==> config.mk <==
export PLATFORM = sky130hd
export DESIGN_NAME = pex_access
export DESIGN_NICKNAME = d
export VERILOG_FILES = /design/src/pex_pkg.sv /design/src/pex_access.sv /design/src/pex_fifo.sv
export SDC_FILE = /design/constraint.sdc
export NUM_CORES = 1
export LEC_CHECK = 0
export BUFFER_PORTS_ARGS = -buffer_cell sky130_fd_sc_hd__buf_2
export CORE_MARGIN = 2
export CORE_UTILIZATION = 40
export CTS_CLUSTER_SIZE = 16
export DETAILED_ROUTE_END_ITERATION = 7
export GPL_TIMING_DRIVEN = 0
export SYNTH_ARGS = -nofsm -noshare
export SYNTH_HDL_FRONTEND = slang
export SYNTH_SLANG_ARGS = --single-unit
==> constraint.sdc <==
create_clock -name clk_in -period 3.5 [get_ports clk_in]
set_input_delay 0.175 -clock clk_in [delete_from_list [all_inputs] [get_ports clk_in]]
set_output_delay 0.175 -clock clk_in [all_outputs]
set_load 0.05 [all_outputs]
==> src/pex_pkg.sv <==
// shared constants and types of the port expander access block
package pex_pkg;
   // ---------------------------------------------------------------
   // addresses and byte layout
   // ---------------------------------------------------------------
   localparam logic [2:0] PEX_GA_ADDR_HI = 3'h6;  // 1,1,0
   localparam logic [2:0] PEX_GB_ADDR_HI = 3'h5;  // 1,0,1
   localparam int         PEX_BYTE_W     = 8;
   localparam logic [3:0] PEX_BIT_CNT    = 4'h8;
   localparam int         PEX_GA_LO_POS  = 0;     // outputs zero, one
   localparam int         PEX_GA_IN_POS  = 2;     // inputs / flags / mask
   localparam int         PEX_GA_HI_POS  = 6;     // outputs six, seven
   // ---------------------------------------------------------------
   // reset values and buffering
   // ---------------------------------------------------------------
   localparam logic [3:0] PEX_GA_OUT_RST = 4'hF;
   localparam logic [7:0] PEX_GB_OUT_RST = 8'hFF;
   localparam logic [3:0] PEX_MASK_RST   = 4'h0;
   localparam int         PEX_FIFO_DEPTH = 8;
   // ---------------------------------------------------------------
   // types
   // ---------------------------------------------------------------
   typedef enum logic [2:0] {
      PEX_IDLE     = 3'b000,
      PEX_ADDR     = 3'b001,
      PEX_ADDR_ACK = 3'b010,
      PEX_WR_DATA  = 3'b011,
      PEX_WR_ACK   = 3'b100,
      PEX_RD_DATA  = 3'b101,
      PEX_RD_ACK   = 3'b110,
      PEX_IGNORE   = 3'b111
   } pex_state_t;

   typedef struct packed {
      logic       grp_b;
      logic [7:0] data;
   } pex_wr_t;

   typedef struct packed {
      logic       scl;
      logic       sda;
      logic [3:0] inp;
      logic [3:0] ga_pin;
      logic [7:0] gb_pin;
      logic [3:0] adr;
   } pex_pins_t;
endpackage : pex_pkg

==> src/pex_access.sv <==
// serial target access logic of the two-group port expander
//
// Contract
// - group A one-byte read: inputs and output pins; clear flags, release int
// - group B one-byte read returns all eight output pin levels
// - group A two-byte read: port data, then flags from before clearing
// - longer group A reads alternate data/flags, resampling each pair
// - masked change during a read raises int at stop
// - no further interrupt asserted while any read runs
// - input data captured during the acknowledge before its byte
// - group B longer reads resample pins at each acknowledge
// - group A write byte sets four outputs and mask; write address ack snapshots, clears flags
// - group B write byte sets all eight outputs, each replacing last
// - group A read address: ack, snapshot during ack, release int
// - master not-acknowledge: no snapshot, interrupt unchanged
// - released interrupt stays off until stop during group A read
// - new snapshot equals transmitted port data
// - group B readback shows real pin levels, not latches
// - group A answers 110xxxx, group B 101xxxx; low bits from pins
// - transition flag sets on change versus snapshot, stays until cleared
// - only masked inputs raise interrupt; flags set regardless
`timescale 1ns/100ps
`default_nettype none
module pex_access #(
   parameter int FIFO_DEPTH = pex_pkg::PEX_FIFO_DEPTH
) (
   input  wire logic       clk_in,
   input  wire logic       rst_n_in,
   input  wire logic       scl_in,
   input  wire logic       sda_in,
   output logic            sda_out,
   output logic            sda_oe_out,
   output logic            int_n_out,
   output logic            int_n_oe_out,
   input  wire logic [1:0] addr_sel_pin_high_in,
   input  wire logic [1:0] addr_sel_pin_low_in,
   input  wire logic [3:0] input_ports_in,
   input  wire logic [3:0] group_a_pin_in,
   input  wire logic [7:0] group_b_pin_in,
   input  wire logic       outputs_hold_in,
   output logic [3:0]      group_a_outputs_out,
   output logic [7:0]      group_b_outputs_out,
   output logic [3:0]      int_mask_out
);
   import pex_pkg::*;

   // ---------------------------------------------------------------
   // state
   // ---------------------------------------------------------------
   typedef struct packed {
      pex_pins_t  s1;
      pex_pins_t  s2;
      pex_pins_t  s3;
      pex_pins_t  f;
      pex_state_t st;
      logic [3:0] cnt;
      logic [7:0] sh;
      logic       sda_oe;
      logic       grp_b;
      logic       rd;
      logic       pair;
      logic [3:0] snap;
      logic [3:0] flags;
      logic [3:0] flags_old;
      logic       int_q;
      logic [3:0] mask;
      logic [3:0] ga_out;
      logic [7:0] gb_out;
   } pex_st_t;

   pex_st_t    q;
   pex_st_t    d;
   pex_pins_t  pins;
   pex_pins_t  f_n;
   logic [$bits(pex_pins_t)-1:0] agree;
   logic       rise;
   logic       fall;
   logic       start_ev;
   logic       stop_ev;
   logic       hit_a;
   logic       hit_b;
   logic       snap_now;
   logic [3:0] mism;
   pex_wr_t    push_data;
   logic       push;
   logic       fifo_rdy;
   pex_wr_t    pop_data;
   logic       pop_valid;
   logic       pop;

   function automatic logic [7:0] ga_byte(input logic [3:0] inp,
                                          input logic [3:0] pin);
      ga_byte = {pin[3:2], inp, pin[1:0]};
   endfunction : ga_byte

   // ---------------------------------------------------------------
   // pin filtering and bus events
   // ---------------------------------------------------------------
   assign pins  = '{scl: scl_in, sda: sda_in, inp: input_ports_in,
                    ga_pin: group_a_pin_in, gb_pin: group_b_pin_in,
                    adr: {addr_sel_pin_high_in, addr_sel_pin_low_in}};
   // a bit moves only when stages two and three agree
   assign agree = ~(q.s2 ^ q.s3);
   assign f_n   = pex_pins_t'((agree & q.s3) | (~agree & q.f));
   assign rise     = !q.f.scl && f_n.scl;
   assign fall     = q.f.scl && !f_n.scl;
   assign start_ev = q.f.scl && f_n.scl && q.f.sda && !f_n.sda;
   assign stop_ev  = q.f.scl && f_n.scl && !q.f.sda && f_n.sda;
   assign hit_a = (q.sh[7:5] == PEX_GA_ADDR_HI) && (q.sh[4:1] == q.f.adr);
   assign hit_b = (q.sh[7:5] == PEX_GB_ADDR_HI) && (q.sh[4:1] == q.f.adr);
   assign pop   = pop_valid && !outputs_hold_in;
   assign push_data = '{grp_b: q.grp_b, data: q.sh};

   // ---------------------------------------------------------------
   // next state
   // ---------------------------------------------------------------
   always_comb begin
      d        = q;
      snap_now = 1'b0;
      push     = 1'b0;
      mism     = '0;
      d.s1 = pins;
      d.s2 = q.s1;
      d.s3 = q.s2;
      d.f  = f_n;
      if (stop_ev) begin
         d.st     = PEX_IDLE;
         d.sda_oe = 1'b0;
         d.rd     = 1'b0;
         if (q.rd && |(q.flags & q.mask)) begin
            d.int_q = 1'b1;
         end
      end else if (start_ev) begin
         d.st     = PEX_ADDR;
         d.cnt    = '0;
         d.sda_oe = 1'b0;
         d.rd     = 1'b0;
      end else begin
         case (q.st)
            PEX_ADDR: begin
               if (rise) begin
                  d.sh  = {q.sh[6:0], f_n.sda};
                  d.cnt = q.cnt + 4'h1;
               end
               if (fall && q.cnt == PEX_BIT_CNT) begin
                  if (hit_a || hit_b) begin
                     d.st     = PEX_ADDR_ACK;
                     d.sda_oe = 1'b1;
                     d.grp_b  = hit_b;
                     d.rd     = q.sh[0];
                  end else begin
                     d.st = PEX_IGNORE;
                  end
               end
            end
            PEX_ADDR_ACK: begin
               if (rise) begin
                  snap_now = !q.grp_b;
                  d.pair   = 1'b1;
                  if (q.grp_b) begin
                     d.sh = f_n.gb_pin;
                  end else begin
                     d.sh = ga_byte(f_n.inp, f_n.ga_pin);
                  end
               end
               if (fall) begin
                  d.cnt    = '0;
                  d.st     = q.rd ? PEX_RD_DATA : PEX_WR_DATA;
                  d.sda_oe = q.rd && !q.sh[7];
               end
            end
            PEX_WR_DATA: begin
               if (rise) begin
                  d.sh  = {q.sh[6:0], f_n.sda};
                  d.cnt = q.cnt + 4'h1;
               end
               if (fall && q.cnt == PEX_BIT_CNT) begin
                  // a full fifo refuses the byte with a not-acknowledge
                  if (fifo_rdy) begin
                     push     = 1'b1;
                     d.sda_oe = 1'b1;
                     d.st     = PEX_WR_ACK;
                  end else begin
                     d.st = PEX_IGNORE;
                  end
               end
            end
            PEX_WR_ACK: begin
               if (fall) begin
                  d.sda_oe = 1'b0;
                  d.cnt    = '0;
                  d.st     = PEX_WR_DATA;
               end
            end
            PEX_RD_DATA: begin
               if (rise) begin
                  d.cnt = q.cnt + 4'h1;
               end
               if (fall) begin
                  if (q.cnt == PEX_BIT_CNT) begin
                     d.sda_oe = 1'b0;
                     d.st     = PEX_RD_ACK;
                  end else begin
                     d.sh     = {q.sh[6:0], 1'b0};
                     d.sda_oe = !q.sh[6];
                  end
               end
            end
            PEX_RD_ACK: begin
               if (rise) begin
                  if (f_n.sda) begin
                     d.st = PEX_IGNORE;
                  end else if (q.grp_b) begin
                     d.sh = f_n.gb_pin;
                  end else if (q.pair) begin
                     d.sh   = {2'b00, q.flags_old, 2'b00};
                     d.pair = 1'b0;
                  end else begin
                     snap_now = 1'b1;
                     d.sh     = ga_byte(f_n.inp, f_n.ga_pin);
                     d.pair   = 1'b1;
                  end
               end
               if (fall) begin
                  d.cnt    = '0;
                  d.st     = PEX_RD_DATA;
                  d.sda_oe = !q.sh[7];
               end
            end
            default: begin
            end
         endcase
      end
      // snapshot, flags and interrupt
      if (snap_now) begin
         d.snap      = f_n.inp;
         d.flags_old = q.flags;
         d.flags     = '0;
         d.int_q     = 1'b0;
      end
      mism    = f_n.inp ^ d.snap;
      d.flags = d.flags | mism;                           // set wins
      if (!d.rd && |(mism & d.mask)) begin
         d.int_q = 1'b1;
      end
      // output latches follow the drained write bytes
      if (pop) begin
         if (pop_data.grp_b) begin
            d.gb_out = pop_data.data;
         end else begin
            d.ga_out = {pop_data.data[PEX_GA_HI_POS+:2],
                        pop_data.data[PEX_GA_LO_POS+:2]};
            d.mask   = pop_data.data[PEX_GA_IN_POS+:4];
         end
      end
   end

   always_ff @(posedge clk_in or negedge rst_n_in) begin
      if (!rst_n_in) begin
         q        <= '0;
         q.s1     <= '1;
         q.s2     <= '1;
         q.s3     <= '1;
         q.f      <= '1;
         q.st     <= PEX_IDLE;
         q.mask   <= PEX_MASK_RST;
         q.ga_out <= PEX_GA_OUT_RST;
         q.gb_out <= PEX_GB_OUT_RST;
      end else begin
         q <= d;
      end
   end

   // ---------------------------------------------------------------
   // write buffer
   // ---------------------------------------------------------------
   pex_fifo #(
      .W     ($bits(pex_wr_t)),
      .DEPTH (FIFO_DEPTH)
   ) u_fifo (
      .clk_in        (clk_in),
      .rst_n_in      (rst_n_in),
      .in_valid_in   (push),
      .in_ready_out  (fifo_rdy),
      .in_data_in    (push_data),
      .out_valid_out (pop_valid),
      .out_ready_in  (!outputs_hold_in),
      .out_data_out  (pop_data)
   );

   assign sda_out             = 1'b0;
   assign sda_oe_out          = q.sda_oe;
   assign int_n_out           = 1'b0;
   assign int_n_oe_out        = q.int_q;
   assign group_a_outputs_out = q.ga_out;
   assign group_b_outputs_out = q.gb_out;
   assign int_mask_out        = q.mask;
endmodule : pex_access
`default_nettype wire

==> src/pex_fifo.sv <==
// write-byte fifo between the serial receiver and the output latches
`timescale 1ns/100ps
`default_nettype none
module pex_fifo #(
   parameter int W     = 9,
   parameter int DEPTH = 8
) (
   input  wire logic         clk_in,
   input  wire logic         rst_n_in,
   input  wire logic         in_valid_in,
   output logic              in_ready_out,
   input  wire logic [W-1:0] in_data_in,
   output logic              out_valid_out,
   input  wire logic         out_ready_in,
   output logic [W-1:0]      out_data_out
);
   import pex_pkg::*;
   localparam int AW = $clog2(DEPTH);

   generate
      if (DEPTH < 2 || (1 << AW) != DEPTH || W < 1) begin : g_chk
         $error("pex_fifo: DEPTH must be a power of two >= 2");
      end
   endgenerate

   typedef struct packed {
      logic [AW:0] wp;
      logic [AW:0] rp;
   } pex_fifo_st_t;

   pex_fifo_st_t q;
   pex_fifo_st_t d;
   logic [W-1:0] mem [DEPTH];
   logic         full;
   logic         empty;
   logic         wr;
   logic         rd;

   assign full          = (q.wp[AW] != q.rp[AW]) &&
                          (q.wp[AW-1:0] == q.rp[AW-1:0]);
   assign empty         = (q.wp == q.rp);
   assign in_ready_out  = !full;
   assign out_valid_out = !empty;
   assign out_data_out  = mem[q.rp[AW-1:0]];
   assign wr            = in_valid_in && !full;
   assign rd            = out_ready_in && !empty;

   always_comb begin
      d = q;
      if (wr) begin
         d.wp = q.wp + 1'b1;
      end
      if (rd) begin
         d.rp = q.rp + 1'b1;
      end
   end

   always_ff @(posedge clk_in or negedge rst_n_in) begin
      if (!rst_n_in) begin
         q <= '0;
      end else begin
         q <= d;
      end
   end

   // storage has no reset: only entries below wp are ever read
   always_ff @(posedge clk_in) begin
      if (wr) begin
         mem[q.wp[AW-1:0]] <= in_data_in;
      end
   end
endmodule : pex_fifo
`default_nettype wire

# Yosys cells after proc, flatten, opt, wreduce, memory -nomap -nowiden

Memory sizes are Yosys's and may differ from the RTL's.
Index checks and enable logic that the tools add are counted.

Equality and inequality tests: 35
$add $sub $neg: 3
Multiplexer cells: 64
Reduce and logical (&&, ||, !) cells: 46
Bitwise gates (word level): 13

Operators with widths:

| operator              | number |
|---|---|
| $mux W8               | 7 |
| $and A22 B22 Y22      | 2 |
| $not A22 Y22          | 2 |
| $pmux W7 S6           | 1 |
| $ne A4 B4 Y1 const B  | 9 |
| $mux W3               | 11 |
| $mux W1               | 32 |
| $pmux W8 S4           | 1 |
| $mux W7               | 4 |
| $reduce_and A9 Y1     | 3 |
| $or A22 B22 Y22       | 1 |
| $xor A22 B22 Y22      | 1 |
| $logic_and A1 B1 Y1   | 16 |
| $eq A3 B3 Y1 const B  | 5 |
| $mux W13              | 1 |
| $add A4 B1 Y4 const B | 3 |
| $mux W12              | 1 |
| $ne A2 B2 Y1 const B  | 6 |
| $ne A3 B3 Y1 const B  | 4 |
| $logic_not A1 Y1      | 11 |
| $ne A5 B5 Y1 const B  | 2 |
| $mux W9               | 1 |
| $and A4 B4 Y4         | 2 |
| $eq A4 B4 Y1          | 2 |
| 25 further kinds      | 33 |

Word-level logic and storage cells: 202
Bits of input ports: 25
Output and inout bits: 20
Memory bits (writable): 72
Memories: 1
Bits in registers: 144

Memory list:

| memory     | depth | bits a word | read ports | clocked after memory_dff | write ports | RTL line       | text |
|---|---|---|---|---|---|---|---|
| u_fifo.mem | 8     | 9           | 1          | 0                        | 1           | pex_fifo.sv:33 | `logic [W-1:0] mem [DEPTH];` |

# Depth between registers and ports, before layout

Gate-level depths: netlist of the first run.

Depth in word-level cells: 17
Depth in mapped cells: 10
Mapped depth without buffers: 9

# Cells and area by module

A second synthesis of the first run with hierarchy kept.

Cells, all modules: 601
Area total of the unflattened synthesis: 9112.5 um^2

By module, submodules not included:

| module     | area each (um^2) | cells each | times used | seq. area each (um^2) |
|---|---|---|---|---|
| pex_access | 5694.2           | 436        | 1          | 3528.4 |
| pex_fifo   | 3418.3           | 165        | 1          | 2362.3 |

# Worst setup path before layout of the first run

Ideal clock, no wire load.

Path kind: reg2reg
Start point: register q[69] (netlist bit)
End point: memory u_fifo.mem[0][0], enable pin
Setup time: 0.399 ns
Path buffers: 0
Arrival: 2.471 ns
Slack: 0.629 ns
Period minus slack after synthesis: 2.871 ns
Stages on the path, launching flop included: 9
Required time: 3.101 ns
Path through: dfstp_2 -> a21o_1 -> o21a_1 -> inv_1 -> ha_1 -> nand3b_1 -> nor3_1 -> nand3_2 -> nor4_1

RTL lines:

| what               | RTL line         | text |
|---|---|---|
| start: declaration | pex_access.sv:71 | `pex_st_t q;` |
| end: declaration   | pex_fifo.sv:33   |  |

==> flow_summary.toml, run 1 <==
[worst_setup_path]
crit_fanout = 9
cp-end-kind = "flip-flop"
criticalPathCategory = "flip-flop to flip-flop"
path_delay_family = "simple AND/OR/NAND/NOR gates"
cp.arrival_ns = 3.38
path_cells = "a21o_1 > o21a_1 > inv_1 > ha_1 > nand3b_1 > nor3_1 > nand4_1 > nor2_1"
timing.rr.start = "q[69]"
critPathBufInv = 1
worst_path_max_delay_cell = "nor2_1"
critPathLaunch = "q[69]"
required_ns = 3.63
startpoint_type = "flip-flop"
slowest_delay_ns = 0.77

[place]
placed_cells = 917
place_area_um2 = 9590
hpwlAfterDp_mm = 11.9
place_congestion = 0.867
place_ws_ns = -0.100
portBuffers = 42

[grt]
grt_max_degree = 97
antenna_found_initial = 0
overflow = 0
grt_pass1_wl_mm = 29.0
grtUsageMet1_pct = 20.2
use_met3_pct = 2.54
grt_usage_pct = 15.2
grt_pass1_vias = 5401
grt_use_met2_pct = 26.0
busiest_layer = "met2"

[power_and_ir_drop]
p_clk_share_pct = 28.9
ir_worst_vdd_v = 0.000375
p_per_area_nw_per_um2 = 779
power_mw = 8.27
swShare_pct = 31.9
intPower_mw = 5.63
leakage_nw = 4.14
p_switching_mw = 2.64
p_seq_share_pct = 42.2
comb_power_share_pct = 28.9

[synthesis]
synthXorXnorAreaFrac_pct = 1.84
synth_top_area_cell = "dfstp_2"
ys.flop_type = "dfstp_2"
ys_types = 75
synth-edff-count = 72
yosys.area.top_type_share_pct = 29.3
synth_top_family_by_area = "multiplexers"
async_flop_share_pct = 66.7
synth_compound_area_share_pct = 6.80
synth_mux_area_share_pct = 11.7
synth_cells = 590
synth_area_leaders = "dfstp_2 29%, edfxtp_1 24%, dfrtp_1 12%"
syn_area_per_cell_um2 = 15.2
seq_area_frac_synth_pct = 65.7
synthSimpleGateAreaFrac_pct = 7.24
synth_adder_area_share_pct = 3.34
netlist_area_um2 = 8960
ys_seq_elements = 216
yosys_warnings = 0

[layout]
final_area_um2 = 10600
num_antenna_cells = 0
layout.nets = 719
nFillCells = 1908
drive_above_1_share_pct = 40.9
register_area_um2 = 5890
fin_cells = 985
layout_common_cells = "100 x dfstp_2, 72 x edfxtp_1, 50 x buf_2"
final_common_cell = "dfstp_2"
area_delta_synth_final_pct = 18.3
postLayoutCoreUtil_pct = 48.5
multi_input_area_um2 = 2810

[floorplanning]
start_util_pct = 40.9
row_count = 54
dieArea_um2 = 23600
die_h_um = 154
core_area_um2 = 21900
ios = 45
die_w_um = 154

[clock_tree]
clock-sinks = 216
insertion_delay_ns = 0.52
postCtsSetupBuffers = 0
cts.clk_slew.worst_paths_ns = 0.06
clock_path_buffers = 3
cts.htree.levels = 1
numCtsBuffers = 24
cts-root-buf = "clkbuf_16"
cts_tree = "yes"

[job]
maxCapViolCount = 0

[sta]
hold_slack_ns = 0.171
finalSetupTns_ns = 0
setup_violations = 0
finalHoldViolations = 0
clock_skew_ns = 0.0153
rsz0062_at_grt = "true"
post-route-period-util_pct = 92.8
period_minus_slack_ns = 3.25
drv_slew = 0
finalWorstSetupSlack_ns = 0.252
worstMarginPinSlew_ns = 0.878
fmax_ghz = 0.308
slew_headroom_pct = 41.3

[drt]
vias = 5078
postRouteAntennaNets = 0
wl_per_cell_um = 17.7
dr.pass1.iters = 5
drt_iter0_drc = 271
wirelength_mm = 17.4
drcViolationCount = 0
via_per_inst = 5.16

[run_status]
status = "finished, final reports clean"

[hold_path]
hold_path.class = "input pin to asynchronous set/reset pin"
## repair_timing
item,in CTS,in global routing
setup endpoints to repair,9,21
hold endpoints to repair,72,0
hold buffers,24,0
gates resized for setup,1,4
## layout make-up
| type | instances | share of cell area [%] |
|---|---|---|
| Timing Repair Buffer | 70 | 4.73 |
| Clock inverter | 12 | 1.19 |
| Clock buffer | 32 | 5.94 |
| Buffer | 40 | 2.43 |
| Tap cell | 280 | 3.30 |
| Inverter | 11 | 0.389 |
| Multi-Input combinational cell | 324 | 26.5 |
| Sequential cell | 216 | 55.5 |
## power groups by stage
stage / registers [mW] / clock network [mW] / logic, mW
after floorplan: 3.38 / 0 / 1.90
after global placement: 3.51 / 0 / 2.35
after detailed placement: 3.54 / 0 / 2.38
after CTS: 3.50 / 2.47 / 2.41
after global routing: 3.55 / 2.58 / 2.60
final: 3.49 / 2.39 / 2.39
## sequential cells by signal (all words and copies together) (netlist names), named ones only
| register | flops |
|---|---|
| q | 61 |
| u_fifo.q | 8 |
| push_data | 9 |
| d | 44 |
| int_mask_out | 4 |
| int_n_oe_out | 1 |
| u_fifo.mem | 72 |
| group_a_outputs_out | 4 |
| sda_oe_out | 1 |
| group_b_outputs_out | 8 |
## per-layer routing
layer	up-vias	routed length, um	share of wire [%]
li1	2356	-	-
met1	2593	7780	45
met2	107	8670	50
met3	22	744	4.3
met4	0	244	1.4
met5	-	0	0
## path summary, 6_finish.rpt
path / end / slack, ns / cells after the start
setup / recovery: u_fifo.mem[5][2] / 0.25 / 8
hold / removal: int_mask_out[2] / 0.17 / 2
setup reg to reg: u_fifo.mem[5][2] / 0.25 / 8
hold reg to reg: d[72] / 0.35 / 0
max in group asynchronous: d[77] / 2.50 / 3
min in group clk_in: d[104] / 0.29 / 2
## synthesized netlist by cell type, types with 6 or more instances
master    count
nand3_1       8
xor2_1        8
buf_2         7
maj3_1       20
edfxtp_1     72
xnor2_1       9
buf_4        18
dfrtp_1      44
nand2_1      23
o21ai_0      24
inv_1        11
ha_1          7
dfstp_2     100
nor3_1        9
mux4_2       12
a21oi_1      14
nor2_1       25
a22oi_1       7
mux2_2       30
clkbuf_1      7
o211ai_1      8
nand2b_1     11
mux2_4       16
mux4_1        6
## logic make-up (layout without fill, tap and decap cells)
logic type / count (synthesis) / in the layout
XOR/XNOR: 18 / 18
AO/OA/AOI/OAI: 90 / 90
buffers and inverters: 51 / 165
multiplexers: 68 / 68
other: 1 / 2
adder cells (fa/ha/maj): 28 / 28
AND/OR/NAND/NOR: 118 / 118
flip-flops: 216 / 216
Power figures use the tool's default switching activity.
==> run 2: changes to the inputs <==
--- a/config.mk
+++ b/config.mk
@@ -6,11 +6,12 @@
 export NUM_CORES = 1
 export LEC_CHECK = 0
 export BUFFER_PORTS_ARGS = -buffer_cell sky130_fd_sc_hd__buf_2
-export CORE_MARGIN = 2
+export CORE_MARGIN = 4
 export CORE_UTILIZATION = 40
 export CTS_CLUSTER_SIZE = 16
 export DETAILED_ROUTE_END_ITERATION = 7
 export GPL_TIMING_DRIVEN = 0
+export RECOVER_POWER = 100
 export SYNTH_ARGS = -nofsm -noshare
 export SYNTH_HDL_FRONTEND = slang
 export SYNTH_SLANG_ARGS = --single-unit
==> flow_summary.toml, run 2 (synthesized netlist as in run 1, its figures left out) <==
[power_and_ir_drop]
ir_worst_vdd_v = 0.000329
p_per_area_nw_per_um2 = 779
power_mw = 8.17
leakage_nw = 4.04

[sta]
fmax_ghz = 0.311
finalSetupTns_ns = 0
finalHoldViolations = 0
drv_slew = 67
slew_headroom_pct = -7.21
finalWorstSetupSlack_ns = 0.287
setup_violations = 0
hold_slack_ns = 0.301
period_minus_slack_ns = 3.21
rsz0062_at_grt = "true"
clock_skew_ns = 0.0198
post-route-period-util_pct = 91.8
worstMarginPinSlew_ns = 1.61

[drt]
drt_iter0_drc = 316
vias = 5113
postRouteAntennaNets = 0
drcViolationCount = 0
dr.pass1.iters = 5
via_per_inst = 5.19
wirelength_mm = 17.5
wl_per_cell_um = 17.8

[floorplanning]
die_w_um = 158
core_area_um2 = 22000
die_h_um = 158
ios = 45
row_count = 54
start_util_pct = 40.8
dieArea_um2 = 24900

[worst_setup_path]
criticalPathCategory = "flip-flop to flip-flop"
cp-end-kind = "flip-flop"
path_cells = "a21o_1 > o21a_1 > inv_1 > ha_1 > nand3b_1 > nor3_1 > nand4_1 > nor2_1"
startpoint_type = "flip-flop"
path_delay_family = "simple AND/OR/NAND/NOR gates"
slowest_delay_ns = 0.90
critPathBufInv = 1
required_ns = 3.61
cp.arrival_ns = 3.33
worst_path_max_delay_cell = "nor2_1"
crit_fanout = 10

[run_status]
status = "finished with violations"
violations = "capacitance limit, slew limit"

[grt]
overflow = 0
grt_usage_pct = 14.7
grt_pass1_vias = 5409
grt_pass1_wl_mm = 28.9
grt_max_degree = 80
antenna_found_initial = 0

[layout]
area_delta_synth_final_pct = 16.9
layout_common_cells = "85 x dfstp_2, 72 x edfxtp_1, 44 x dfrtp_1"
register_area_um2 = 5890
num_antenna_cells = 0
nFillCells = 1925
multi_input_area_um2 = 2730
layout.nets = 720
largest_register_ffs = 72
postLayoutCoreUtil_pct = 47.7
drive_above_1_share_pct = 33.3
final_common_cell = "dfstp_2"

[place]
place_congestion = 0.854
hpwlAfterDp_mm = 11.8
portBuffers = 42
place_ws_ns = 0.218

[clock_tree]
cts_resized = 0
cts.clk_slew.worst_paths_ns = 0.06
clock_path_buffers = 3
numCtsBuffers = 24
cts-root-buf = "clkbuf_16"
cts_tree = "yes"
postCtsSetupBuffers = 0
cts.htree.levels = 1
insertion_delay_ns = 0.51
clock-sinks = 216

[job]
maxCapViolCount = 1

[hold_path]
hold_path.class = "input pin to flip-flop"
[run 2: cell count changes in the layout (fill, tap and decap cells not counted), sizes merged]
cell,previous run,this run
clkinvlp,3,4
clkbuf,40,69
bufinv,2,1
buf,78,50
[run 2: path summary, 6_finish.rpt]
kind / startpoint / end / slack (ns) / cells past startpoint
max: q[69] / u_fifo.mem[7][6] / 0.29 / 8
max in group asynchronous: rst_n_in / q[46] / 0.98 / 3
min in group asynchronous: rst_n_in / int_mask_out[2] / 0.64 / 2
max reg2reg: q[69] / u_fifo.mem[7][6] / 0.29 / 8
min reg2reg: d[106] / d[84] / 0.35 / 0
min: group_b_pin_in[7] / d[103] / 0.30 / 2
[run 2: stage by stage]
stage,area [um^2],std cells
3_3_place_gp,9530,913
2_1_floorplan,8970,591
6_report,10500,986
3_5_place_dp,9630,918
4_1_cts,10600,986
5_1_grt,10500,986
[run 2: layer usage]
layer / up-vias / routed length [um] / track usage (%)
li1: 2360 / - / -
met1: 2586 / 7590 / 19.4
met2: 135 / 8590 / 24.9
met3: 32 / 830 / 2.38
met4: 0 / 490 / 4.67
met5: - / 0 / 0
[run 2: final cells by class]
| class | count | area share (%) |
|---|---|---|
| inverters | 11 | 0.394 |
| clock buffers | 32 | 6.52 |
| clock inverters | 12 | 0.920 |
| multi-input cells | 324 | 26.0 |
| repair buffers | 71 | 4.32 |
| plain buffers | 40 | 2.23 |
| flip-flops and latches | 216 | 56.2 |
| well taps | 280 | 3.34 |
[run 2: repair_timing]
item,in CTS,in global routing
hold buffers,24,0
hold endpoints to repair,42,0
endpoints found under the setup margin,0,18
[run 2: where the power goes]
| part | leakage (nW) | internal, mW | switching (mW) |
|---|---|---|---|
| Sequential | 2.27 | 3.11 | 0.367 |
| Combinational | 1.40 | 1.01 | 1.28 |
| Clock | 0.374 | 1.45 | 0.952 |
| Total | 4.04 | 5.57 | 2.60 |
==> run 3: changes to the inputs <==
==> constraint.sdc (replaced) <==
create_clock -name clk_in -period 3.5 [get_ports clk_in]
set_input_delay 0.35 -clock clk_in [delete_from_list [all_inputs] [get_ports clk_in]]
set_output_delay 0.35 -clock clk_in [all_outputs]
set_load 0.05 [all_outputs]
==> flow_summary.toml, run 3 (synthesized netlist as in run 1, its figures left out) <==
[worst_setup_path]
path_cells = "a21o_1 > o21a_1 > inv_1 > ha_1 > nand3b_1 > nor3_1 > nand4_1 > nor2_1"
crit_fanout = 10
required_ns = 3.61
slowest_delay_ns = 0.92
startpoint_type = "flip-flop"
cp-end-kind = "flip-flop"
criticalPathCategory = "flip-flop to flip-flop"
cp.arrival_ns = 3.35
worst_path_max_delay_cell = "nor2_1"

[sta]
finalHoldViolations = 0
rsz0062_at_grt = "true"
fmax_ghz = 0.309
drv_slew = 67
finalSetupTns_ns = 0
slew_headroom_pct = -7.25
period_minus_slack_ns = 3.24
setup_violations = 0
post-route-period-util_pct = 92.5
clock_skew_ns = 0.0199
worstMarginPinSlew_ns = 1.61

[power_and_ir_drop]
comb_power_share_pct = 28.0
p_switching_mw = 2.59
p_seq_share_pct = 42.6
power_mw = 8.16
p_clk_share_pct = 29.4
p_per_area_nw_per_um2 = 780
leakage_nw = 4.04
swShare_pct = 31.8
intPower_mw = 5.57
ir_worst_vdd_v = 0.000329

[clock_tree]
clock-sinks = 216
cts.clk_slew.worst_paths_ns = 0.06
cts_tree = "yes"
cts_resized = 0
clock_path_buffers = 3
numCtsBuffers = 24
cts.htree.levels = 1
insertion_delay_ns = 0.51
postCtsSetupBuffers = 0
cts-root-buf = "clkbuf_16"

[place]
portBuffers = 42
placed_cells = 918
hpwlAfterDp_mm = 11.8
place_congestion = 0.854
place_area_um2 = 9630

[drt]
drcViolationCount = 0
vias = 5079
wirelength_mm = 17.5
dr_wl_met2_mm = 8.62
postRouteAntennaNets = 0
topRoutingLayerUsed = "met4"
wl_per_cell_um = 17.8
drt_iter0_drc = 262
dr.pass1.iters = 4
via_per_inst = 5.16
dr_wl_met3_um = 860
wl_met1_mm = 7.58

[floorplanning]
ios = 45
dieArea_um2 = 24900
row_count = 54
start_util_pct = 40.8
die_h_um = 158
die_w_um = 158
core_area_um2 = 22000

[layout]
final_common_cell = "dfstp_2"
postLayoutCoreUtil_pct = 47.7
nFillCells = 1926
area_delta_synth_final_pct = 16.8
register_area_um2 = 5890
fin_cells = 985
drive_above_1_share_pct = 33.3
largest_register_ffs = 72
multi_input_area_um2 = 2730
num_antenna_cells = 0
final_area_um2 = 10500
layout.nets = 719
layout_common_cells = "85 x dfstp_2, 72 x edfxtp_1, 44 x dfrtp_1"

[grt]
grt_usage_pct = 14.7
antenna_found_initial = 0
grt_pass1_vias = 5402
overflow = 0
grt_pass1_wl_mm = 28.9
grt_max_degree = 80

[hold_path]
hold_path.class = "input pin to flip-flop"

[run_status]
violations = "capacitance limit, slew limit"
status = "finished with violations"

[job]
maxCapViolCount = 1
## run 3: worst paths after layout
kind / to / slack [ns] / startpoint / cells after the start
worst max-delay path: u_fifo.mem[7][6] / 0.26 / q[69] / 8
worst min-delay path: u_fifo.q[0] / 0.22 / outputs_hold_in / 3
worst max register to register: u_fifo.mem[7][6] / 0.26 / q[69] / 8
worst min register to register: d[84] / 0.35 / d[106] / 0
max in group asynchronous: q[46] / 0.80 / rst_n_in / 3
min in group asynchronous: int_mask_out[2] / 0.81 / rst_n_in / 2
## run 3: critical path, delay by kind of cell (launching register included)
family | cells | cell delay (ns)
simple gates | 4 | 1.76
flops | 1 | 0.39
fa+ha+maj | 1 | 0.34
compound gates | 2 | 0.31
buf+inv | 1 | 0.06
## run 3: metal layers
layer	track usage, %	vias up
met1	19.4	2580
met3	2.38	30
met4	4.67	0
met5	0	-
met2	24.8	110
li1	-	2359
## run 3: power by group through the flow
stage / registers, mW / clock network, mW / logic [mW]
6_report: 3.47 / 2.40 / 2.29
3_5_place_dp: 3.53 / 0 / 2.38
2_1_floorplan: 3.38 / 0 / 1.90
4_1_cts: 3.49 / 2.50 / 2.40
3_3_place_gp: 3.50 / 0 / 2.32
5_1_grt: 3.53 / 2.60 / 2.49
## run 3: final cells by class
type | count | share of cell area, %
inverters | 11 | 0.395
multi-input cells | 324 | 26.1
plain buffers | 40 | 2.24
clock buffers | 32 | 6.53
flip-flops and latches | 216 | 56.3
clock inverters | 12 | 0.921
well taps | 280 | 3.35
repair buffers | 70 | 4.23
## run 3: what timing repair did
action,4_1_cts,5_1_grt
hold endpoints to repair,40,0
setup endpoints to repair,0,18
hold buffers,23,0
## run 3: through the flow
stage / setup WS (ns) / hold WS, ns
2_1_floorplan: 0.629 / 0.0544
4_1_cts: 0.208 / 0.151
5_1_grt: -0.0393 / 0.223
3_5_place_dp: 0.218 / 0.347
3_3_place_gp: -0.627 / 0.345
6_report: 0.262 / 0.220
